===== config.mk =====
export PLATFORM = sky130hd
export DESIGN_NAME = kpc_classifier
export DESIGN_NICKNAME = d
export VERILOG_FILES = /design/src/include/kpc_pkg.sv /design/src/design/kpc_debounce.sv /design/src/design/kpc_classifier.sv
export SDC_FILE = /design/constraint.sdc
export NUM_CORES = 1
export LEC_CHECK = 0
export BUFFER_PORTS_ARGS = -buffer_cell sky130_fd_sc_hd__buf_2
export CORE_UTILIZATION = 38
export CTS_BUF_LIST = sky130_fd_sc_hd__clkbuf_4 sky130_fd_sc_hd__clkbuf_8
export CTS_CLUSTER_SIZE = 30
export DETAILED_ROUTE_END_ITERATION = 12
export GPL_ROUTABILITY_DRIVEN = 0
export MAX_ROUTING_LAYER = met4
export SLEW_MARGIN = 25
export SYNTH_ARGS = -nofsm -noshare
export SYNTH_HDL_FRONTEND = slang
export SYNTH_SLANG_ARGS = --single-unit

===== constraint.sdc =====
create_clock -name sys_clk_i -period 6.2 [get_ports sys_clk_i]
set_input_delay 0.31 -clock sys_clk_i [delete_from_list [all_inputs] [get_ports sys_clk_i]]
set_output_delay 0.31 -clock sys_clk_i [all_outputs]
set_load 0.05 [all_outputs]

===== src/include/kpc_pkg.sv =====
// shared constants and types for the headset key resistance classifier
package kpc_pkg;
  // register port
  localparam int KPC_ADDR_W = 8;
  localparam int KPC_DATA_W = 8;
  localparam logic [KPC_ADDR_W-1:0] KPC_ADDR_BOUND_ONE = 8'h0d;
  localparam logic [KPC_ADDR_W-1:0] KPC_ADDR_BOUND_TWO = 8'h0e;
  localparam logic [KPC_ADDR_W-1:0] KPC_ADDR_BOUND_THREE = 8'h0f;
  // boundary field: bits 6..0, one code step is 6 ohm
  localparam int KPC_CODE_W = 7;
  localparam int KPC_OHM_PER_STEP = 6;
  localparam logic [KPC_CODE_W-1:0] KPC_BOUND_ONE_RST = 7'h10;
  localparam logic [KPC_CODE_W-1:0] KPC_BOUND_TWO_RST = 7'h20;
  localparam logic [KPC_CODE_W-1:0] KPC_BOUND_THREE_RST = 7'h34;
  localparam int KPC_KEYS = 4;
  // timing
  localparam int KPC_CLK_MHZ = 100;
  localparam int KPC_PRESS_DEB_MS = 30;
  localparam int KPC_REL_DEB_MS = 30;
  localparam int KPC_PRESS_DEB_CYC = KPC_PRESS_DEB_MS * 1000 * KPC_CLK_MHZ;
  localparam int KPC_REL_DEB_CYC = KPC_REL_DEB_MS * 1000 * KPC_CLK_MHZ;
  localparam int KPC_CNT_W = 24;

  typedef struct packed {
    logic [KPC_ADDR_W-1:0] addr;
    logic [KPC_DATA_W-1:0] wdata;
    logic wr;
  } kpc_reg_req_t;

  typedef struct packed {
    logic [KPC_KEYS-1:0] press;
    logic [KPC_KEYS-1:0] rel;
  } kpc_flags_t;
endpackage


===== src/design/kpc_debounce.sv =====
// level debouncer: one-cycle pulse once a level has held for a set number of cycles
`timescale 1ns/1ps
module kpc_debounce #(
  parameter int CYCLES = 1
) (
  input wire logic sys_clk_i,
  input wire logic rst_b_i,
  input wire logic level_i,
  output logic done_o
);
  import kpc_pkg::*;

  localparam logic [KPC_CNT_W-1:0] LAST = KPC_CNT_W'(CYCLES - 1);

  logic [KPC_CNT_W-1:0] cnt;

  // any drop of the level restarts the wait, so glitches never accumulate
  always_ff @(posedge sys_clk_i or negedge rst_b_i) begin
    if (!rst_b_i) begin
      cnt <= '0;
    end else if (!level_i) begin
      cnt <= '0;
    end else if (cnt != LAST) begin
      cnt <= cnt + KPC_CNT_W'(1);
    end
  end

  always_ff @(posedge sys_clk_i or negedge rst_b_i) begin
    if (!rst_b_i) begin
      done_o <= 1'b0;
    end else begin
      done_o <= level_i && (cnt == LAST) && !done_o;
    end
  end
endmodule


===== src/design/kpc_classifier.sv =====
// key press classifier: boundary registers, debounce, key bins and event flags
`timescale 1ns/1ps
// How it works
// - boundary one register at 0x0d
// - boundary two register at 0x0e
// - boundary three register at 0x0f
// - seven-bit field, six ohm per step
// - code picks key one to four
// - defaults cover the four standard bins
// - press accepted after debounced low level
// - press sets flag, clears release, interrupts
// - disable or removal clears all flags
module kpc_classifier #(
  parameter int PRESS_DEB_CYC = kpc_pkg::KPC_PRESS_DEB_CYC,
  parameter int REL_DEB_CYC = kpc_pkg::KPC_REL_DEB_CYC
) (
  input wire logic sys_clk_i,
  input wire logic rst_b_i,
  input wire kpc_pkg::kpc_reg_req_t reg_req_i,
  input wire logic [kpc_pkg::KPC_ADDR_W-1:0] reg_rd_addr_i,
  output logic [kpc_pkg::KPC_DATA_W-1:0] reg_rdata_o,
  input wire logic key_detect_enable_i,
  input wire logic accessory_removed_i,
  input wire logic mic_line_below_i,
  input wire logic [kpc_pkg::KPC_CODE_W-1:0] res_code_i,
  input wire logic event_clear_i,
  output kpc_pkg::kpc_flags_t flags_o,
  output logic irq_b_o
);
  import kpc_pkg::*;

  logic [KPC_CODE_W-1:0] bound_one;
  logic [KPC_CODE_W-1:0] bound_two;
  logic [KPC_CODE_W-1:0] bound_three;
  logic pressed;
  logic [KPC_KEYS-1:0] held_key;
  logic [KPC_KEYS-1:0] next_key;
  logic press_done;
  logic rel_done;
  logic flush;

  ////////////////////////////////////////////////////////////////////////////
  // boundary registers

  always_ff @(posedge sys_clk_i or negedge rst_b_i) begin
    if (!rst_b_i) begin
      bound_one <= KPC_BOUND_ONE_RST;
      bound_two <= KPC_BOUND_TWO_RST;
      bound_three <= KPC_BOUND_THREE_RST;
    end else if (reg_req_i.wr) begin
      case (reg_req_i.addr)
        KPC_ADDR_BOUND_ONE: begin
          bound_one <= reg_req_i.wdata[KPC_CODE_W-1:0];
        end
        KPC_ADDR_BOUND_TWO: begin
          bound_two <= reg_req_i.wdata[KPC_CODE_W-1:0];
        end
        KPC_ADDR_BOUND_THREE: begin
          bound_three <= reg_req_i.wdata[KPC_CODE_W-1:0];
        end
        default: begin
        end
      endcase
    end
  end

  // bit 7 and unmapped addresses read as zero
  always_ff @(posedge sys_clk_i or negedge rst_b_i) begin
    if (!rst_b_i) begin
      reg_rdata_o <= '0;
    end else begin
      case (reg_rd_addr_i)
        KPC_ADDR_BOUND_ONE: reg_rdata_o <= {1'b0, bound_one};
        KPC_ADDR_BOUND_TWO: reg_rdata_o <= {1'b0, bound_two};
        KPC_ADDR_BOUND_THREE: reg_rdata_o <= {1'b0, bound_three};
        default: reg_rdata_o <= '0;
      endcase
    end
  end

  ////////////////////////////////////////////////////////////////////////////
  // classification; misordered boundaries simply give a wrong key

  always_comb begin
    next_key = '0;
    if (res_code_i < bound_one) begin
      next_key[0] = 1'b1;
    end else if (res_code_i < bound_two) begin
      next_key[1] = 1'b1;
    end else if (res_code_i < bound_three) begin
      next_key[2] = 1'b1;
    end else begin
      next_key[3] = 1'b1;
    end
  end

  ////////////////////////////////////////////////////////////////////////////
  // debounce and press state

  // the release wait only runs while a key is held, so an idle line never reports a release
  assign flush = !key_detect_enable_i || accessory_removed_i;

  kpc_debounce #(
    .CYCLES(PRESS_DEB_CYC)
  ) u_press_deb (
    .sys_clk_i(sys_clk_i),
    .rst_b_i(rst_b_i),
    .level_i(mic_line_below_i && !pressed && !flush),
    .done_o(press_done)
  );

  kpc_debounce #(
    .CYCLES(REL_DEB_CYC)
  ) u_rel_deb (
    .sys_clk_i(sys_clk_i),
    .rst_b_i(rst_b_i),
    .level_i(!mic_line_below_i && pressed && !flush),
    .done_o(rel_done)
  );

  always_ff @(posedge sys_clk_i or negedge rst_b_i) begin
    if (!rst_b_i) begin
      pressed <= 1'b0;
      held_key <= '0;
    end else if (flush) begin
      pressed <= 1'b0;
      held_key <= '0;
    end else if (press_done) begin
      pressed <= 1'b1;
      held_key <= next_key;
    end else if (rel_done) begin
      pressed <= 1'b0;
    end
  end

  ////////////////////////////////////////////////////////////////////////////
  // event flags: a new event wins over a software clear, the flush wins over all

  always_ff @(posedge sys_clk_i or negedge rst_b_i) begin
    if (!rst_b_i) begin
      flags_o <= '0;
    end else if (flush) begin
      flags_o <= '0;
    end else begin
      if (event_clear_i) begin
        flags_o <= '0;
      end
      if (press_done) begin
        flags_o.press <= (event_clear_i ? '0 : flags_o.press) | next_key;
        flags_o.rel <= (event_clear_i ? '0 : flags_o.rel) & ~next_key;
      end else if (rel_done) begin
        flags_o.press <= event_clear_i ? '0 : flags_o.press;
        flags_o.rel <= (event_clear_i ? '0 : flags_o.rel) | held_key;
      end
    end
  end

  always_ff @(posedge sys_clk_i or negedge rst_b_i) begin
    if (!rst_b_i) begin
      irq_b_o <= 1'b1;
    end else begin
      irq_b_o <= ~(|flags_o);
    end
  end
endmodule


After elaboration in Yosys (flattened, before gate mapping)
Cells that the tools add are included.
- register bits: 93
- output and inout bits: 17
- logic and storage cells: 79
- add/sub/neg operators: 2
- order comparisons: 3
- equality and inequality tests: 12
- muxes and demuxes: 22
- bitwise operators: 5
- reductions and logical operators: 22
- operator list (kind ; number):
    $mux W24 ; 4
    $add A24 B1 Y24 const B ; 2
    $eq A24 B22 Y1 const B ; 2
    $eq A8 B4 Y1 const B ; 6
    $ne A24 B22 Y1 const B ; 2
    $mux W8 ; 4
    $lt A7 B7 Y1 ; 3
    $pmux W7 S3 ; 1
    $mux W4 ; 4
    $logic_and A1 B1 Y1 ; 8
    $or A4 B4 Y4 ; 2
    $reduce_or A8 Y1 ; 1
    $mux W1 ; 7
    $logic_not A1 Y1 ; 6
    $reduce_and A2 Y1 ; 3
    $and A4 B4 Y4 ; 1
    $ne A2 B2 Y1 const B ; 2
    $not A4 Y4 ; 1
    $reduce_bool A4 Y1 ; 1
    $mux W3 ; 1
    $reduce_bool A3 Y1 ; 1
    $mux W2 ; 1
    $reduce_bool A2 Y1 ; 1
    $logic_or A1 B1 Y1 ; 1
    $not A1 Y1 ; 1

Logic depth before layout (Yosys ltp)
- word-level depth: 8
- depth in mapped cells: 8
- mapped depth without buffers: 8

By module
From an unflattened synthesis, not the netlist that was laid out.
- cell total of the unflattened synthesis: 470
- area, all modules: 4808.4 um2
- by module, submodules not included (module ; instances ; cells an instance ; area an instance (um2)):
    kpc_debounce ; 2 ; 125 ; 1281.2
    kpc_classifier ; 1 ; 220 ; 2245.9

Worst setup path after synthesis
OpenSTA, ideal clock, no wires.
- path type: flip-flop to flip-flop
- from: reg bound_one[4]
- to: reg flags_o[7] in the netlist's numbering
- setup time: 122 ps
- arrival: 1885 ps
- required time: 6078 ps
- path slack: 4193 ps
- stages on the path, launching flop included: 9
- buffers on the path: 0
- period minus slack after synthesis: 2007 ps
- cells stage by stage: dfstp_2 > inv_1 > ha_1 > a21o_1 > a21oi_1 > o21ai_0 > a21oi_1 > nor3_1 > a32o_1
- longest elaborated chain between the ends: 5
- ends and longest elaborated chain (what ; line ; RTL):
    start, declared ; kpc_classifier.sv:32 ; logic [KPC_CODE_W-1:0] bound_one;
    start signal, assigned ; kpc_classifier.sv:53 ; bound_one <= reg_req_i.wdata[KPC_CODE_W-1:0];
    $lt A7 B7 Y1 ; kpc_classifier.sv:86 ; if (res_code_i < bound_one) begin
    $mux W3 ; kpc_classifier.sv:86 ;
    $or A4 B4 Y4 ; kpc_classifier.sv:149 ; flags_o.press <= (event_clear_i ? '0 : flags_o.press) | next_key;
    $mux W8 ; kpc_classifier.sv:148 ; if (press_done) begin
    $mux W8 ; kpc_classifier.sv:142 ; end else if (flush) begin
    end, declared ; kpc_classifier.sv:27 ; output kpc_pkg::kpc_flags_t flags_o,
No other way between the ends.
A chain may end at the register's enable or synchronous reset.

Worst setup path after layout
- from: reg bound_one[4]
- to: reg flags_o[6] in the netlist's numbering
The elaborated chain is that of the path after synthesis.

==> results by group <==
Global routing
  – Global-route wire length before repair: roughly 17,000 microns
  – Met1 Track Usage GR: 23.5%
  – Antenna violations before repair: 0
  – GRT met2 Usage: between 20% and 30%
  – Maximum number of pins on one net before global-route repair: between 50 and 60
  – Overall track demand over capacity in global routing: between 10% and 20%
  – Fraction of met3 tracks used by global routing: 2.76%
  – Remaining Overflow, GRT: 0
  – Vias in the first global route: 3,598
  – Layer with the highest usage after global routing: met2

Power and ir drop
  – Cell internal power dissipation: 882 uW
  – Static leakage: 2.40 nW
  – Clock share of power: 39.2%
  – Switching part of the total: a little under a quarter
  – Share of total power in combinational logic: 7.6%
  – Net switching power of the design: around 280 uW
  – Peak supply drop: roughly 97 uV
  – Final Total Pwr: around 1.2 mW
  – Areal power density over the cells: around 210 nW/um^2
  – Sequential cell fraction of total power: a little over half

Timing
  – Timing-limited maximum frequency: between 400 and 500 MHz
  – Setup-violating endpoint count in the final report: 0
  – Worst Setup Slack, final: 3.83 ns
  – Fin crit period: 2.37 ns
  – Hold slack final: 0.172 ns
  – Worst-Margin Slew: about 0.96 ns
  – Final worst clock skew: approximately 0.0076 ns
  – Setup repair after global routing missed its margin: false
  – Final max-slew violation count: 0
  – Fin. Hold Viols: 0
  – Worst-case headroom to the max-slew limit: 35.9%
  – Final worst-path cycle share: between 30% and 40%
  – Fin Setup TNS: 0 ns

Finish
  – Fraction of layout cells with a size suffix above 1: between 10% and 20%
  – Post-layout instance area: 5400 sq um
  – Final design utilization: between 40% and 50%
  – Most common cell after layout, fill and taps aside: dfrtp_1
  – Highest-count cells in the layout ignoring fill and taps: dfrtp_1 (86), nor2_1 (62), buf_2 (51)
  – Total Nets Final: between 500 and 600
  – Area growth, synth to finish: 14.1%
  – Number of cells in the finished layout apart from fillers: around 700
  – Fillers: roughly 1,100
  – Diode insertion count for antenna repair: 0

Floorplan
  – Num ports: 55
  – Die Height: between 100 and 150 microns
  – X dimension of the die: 114 microns
  – FP Rows: 40
  – Die Outline Area: 12,900 sq um
  – Core area: approximately 12,000 sq um
  – Starting utilization of the core area: between 30% and 40%

Synthesis
  – Top_reg_cell synth: dfrtp_1
  – Complex-gate fraction of the synthesized area: ~9.6%
  – Yosys synthesis warning count: 0
  – Multiplexer share of the synthesized area: ~3%
  – Post-synth net total: 547
  – Netlist cell types: 47
  – Asr flop ratio synth: between 90% and 100%
  – Count of flip-flops with a built-in enable after synthesis: 0
  – Part of the Yosys area used for sequential elements: between 40% and 50%
  – Area share of and/or/nand/nor cells after synthesis: 23.0%
  – Adder-cell share of the synthesized area: ~5.3%
  – Xor/xnor cell area share of the yosys netlist: just over 7%
  – Mapped cell area: between 4000 and 5000 sq um
  – Mean instance size in the synthesized netlist: just under 10 sq um
  – Main combinational cell family by area after synthesis: simple AND/OR/NAND/NOR gates
  – Cells after Synth: ~500
  – Flip-flop and latch count after synthesis: slightly above 90

Clock network
  – Buffers inserted by post-CTS timing repair: 0
  – Clock-pin slew on the worst setup and hold paths: roughly 0.090 ns
  – Clock Latency Late Sink: 0.36 ns
  – Root buf cell: clkbuf_8
  – Post-cts resize count: 0
  – Total clock sinks: between 90 and 100
  – Count of hold-fix buffers inserted at cts: 1
  – Cts bufs inserted: 9
  – CTS tree: done
  – Number of buffers between clock root and the deepest sink: 2
  – Deepest level of the CTS H-tree: 3

Placed design
  – Post-placement setup slack: 3.70 ns
  – Number of cells in the design after placement: 695
  – Placed Instance Area: 5140 sq um
  – Port Buf Inserts: 52
  – Total half-perimeter wirelength after legalization and detailed placement: roughly 7100 microns

Critical path
  – Setup CP Type: register to register
  – Slowest stage delay, CP: about 0.53 ns
  – Worst EP arrival: 2.64 ns
  – Worst Path Max Fanout: 6
  – Sum of buffers and inverters on the critical path: 1
  – Cell family with the largest share of critical-path delay: compound AO/OA/AOI/OAI gates
  – Ordered list of cells on the worst path: inv_1 > ha_1 > a21o_1 > a21oi_1 > o21ai_0 > a21oi_1 > nor3_1 > a32o_1
  – Critical Path End Type: register
  – Startpoint types: register
  – WP data required: 6.47 ns
  – Dominant cell type by count on the critical path: a21oi_1
  – Cell at the slowest stage of the critical path: dfstp_2

Routing
  – Number of DRC markers in iteration 0: 219
  – Per-cell via count in the routed design: a little over 5
  – Vias post-DR: between 3,000 and 4,000
  – First-pass detailed-route iteration total: 5
  – Count of unresolved DRC violations after routing: 0
  – Routed WL per cell: about 14 microns
  – Post-DRT Antenna Nets: 0
  – Total wirelength of the detailed-routed design: between 9000 and 10,000 microns

Run
  – Max Cap Viol: 0

Min path
  – Min-Delay Path Class: input pin to register

Run status
  – Status: finished, final reports clean
cell type report:
cell class	count	area [sq um]	share of cell area, %
clock buffer	10	138	2.55
clock inverter	6	87.6	1.62
inverter	22	82.6	1.53
multi-input combinational	360	2270	42.1
sequential	92	2310	42.8
tap	168	210	3.90
timing repair buffer	55	295	5.47
path summary, 6_finish.rpt:
| check | start | to | slack [ns] | cells after the start |
|---|---|---|---|---|
| worst max-delay path | bound_one[4] | flags_o[6] | 3.83 | 8 |
| worst min-delay path | reg_req_i[5] | bound_one[4] | 0.17 | 3 |
| worst max register to register | bound_one[4] | flags_o[6] | 3.83 | 8 |
| worst min register to register | u_rel_deb.done_o | u_rel_deb.done_o | 0.49 | 1 |
| max in group asynchronous | rst_b_i | u_rel_deb.cnt[10] | 4.67 | 3 |
| min in group asynchronous | rst_b_i | reg_rdata_o[3] | 0.43 | 2 |
sequential cells by signal (all words and copies together), names as in the netlist:
register and cells:
bound_one 7, reg_rdata_o 7, u_press_deb.cnt 24, u_rel_deb.done_o 1
pressed 1, u_rel_deb.cnt 24, held_key 4, bound_three 7
bound_two 7, flags_o 8, u_press_deb.done_o 1, irq_b_o 1
power groups by stage:
stage	combinational (mW)	clock [mW]	sequential, mW
final	0.0882	0.454	0.616
after global routing	0.103	0.492	0.617
after CTS	0.0892	0.464	0.616
after detailed placement	0.0881	0	0.628
after global placement	0.0859	0	0.627
after floorplan	0.0461	0	0.627
worst register-to-register path: stages (launching register included):
cell and delay (ns):
dfstp_2 0.53, inv_1 0.06, ha_1 0.29, a21o_1 0.16, a21oi_1 0.12, o21ai_0 0.10
a21oi_1 0.49, nor3_1 0.24, a32o_1 0.30
cells in the mapped netlist, types with 3 or more instances:
cell type / n / area, sq um
a21o_1: 4 / 30.0
a21oi_1: 15 / 75.1
a22oi_1: 7 / 52.6
a41oi_1: 3 / 26.3
and2_1: 5 / 31.3
and3_1: 9 / 56.3
clkbuf_1: 11 / 41.3
dfrtp_1: 86 / 2150
dfstp_2: 6 / 158
ha_1: 20 / 250
inv_1: 22 / 82.6
mux2_2: 10 / 113
mux2i_1: 3 / 30.0
nand2_1: 47 / 176
nand2b_1: 4 / 25.0
nand3_1: 15 / 75.1
nand4_1: 18 / 113
nor2_1: 62 / 233
nor2b_1: 7 / 43.8
nor3_1: 8 / 40.0
nor3b_1: 5 / 37.5
nor4_1: 7 / 43.8
nor4b_1: 4 / 35.0
o21ai_0: 34 / 170
or3_1: 7 / 43.8
or4_1: 3 / 22.5
xnor2_1: 12 / 105
xor2_1: 26 / 228
cells by family after synthesis:
| group | after synthesis |
|---|---|
| fa+ha+maj | 20 |
| other cells | 1 |
| xor+xnor | 38 |
| compound gates | 75 |
| flops | 92 |
| mux | 13 |
| buf+inv | 37 |
| simple gates | 213 |
metal layers:
layer	wire length, microns	share of wire [%]
met5	0	0
met4	154	1.6
met3	308	3.1
met2	4550	46
met1	4900	49
Note: power is estimated with default switching activity, not from simulation.
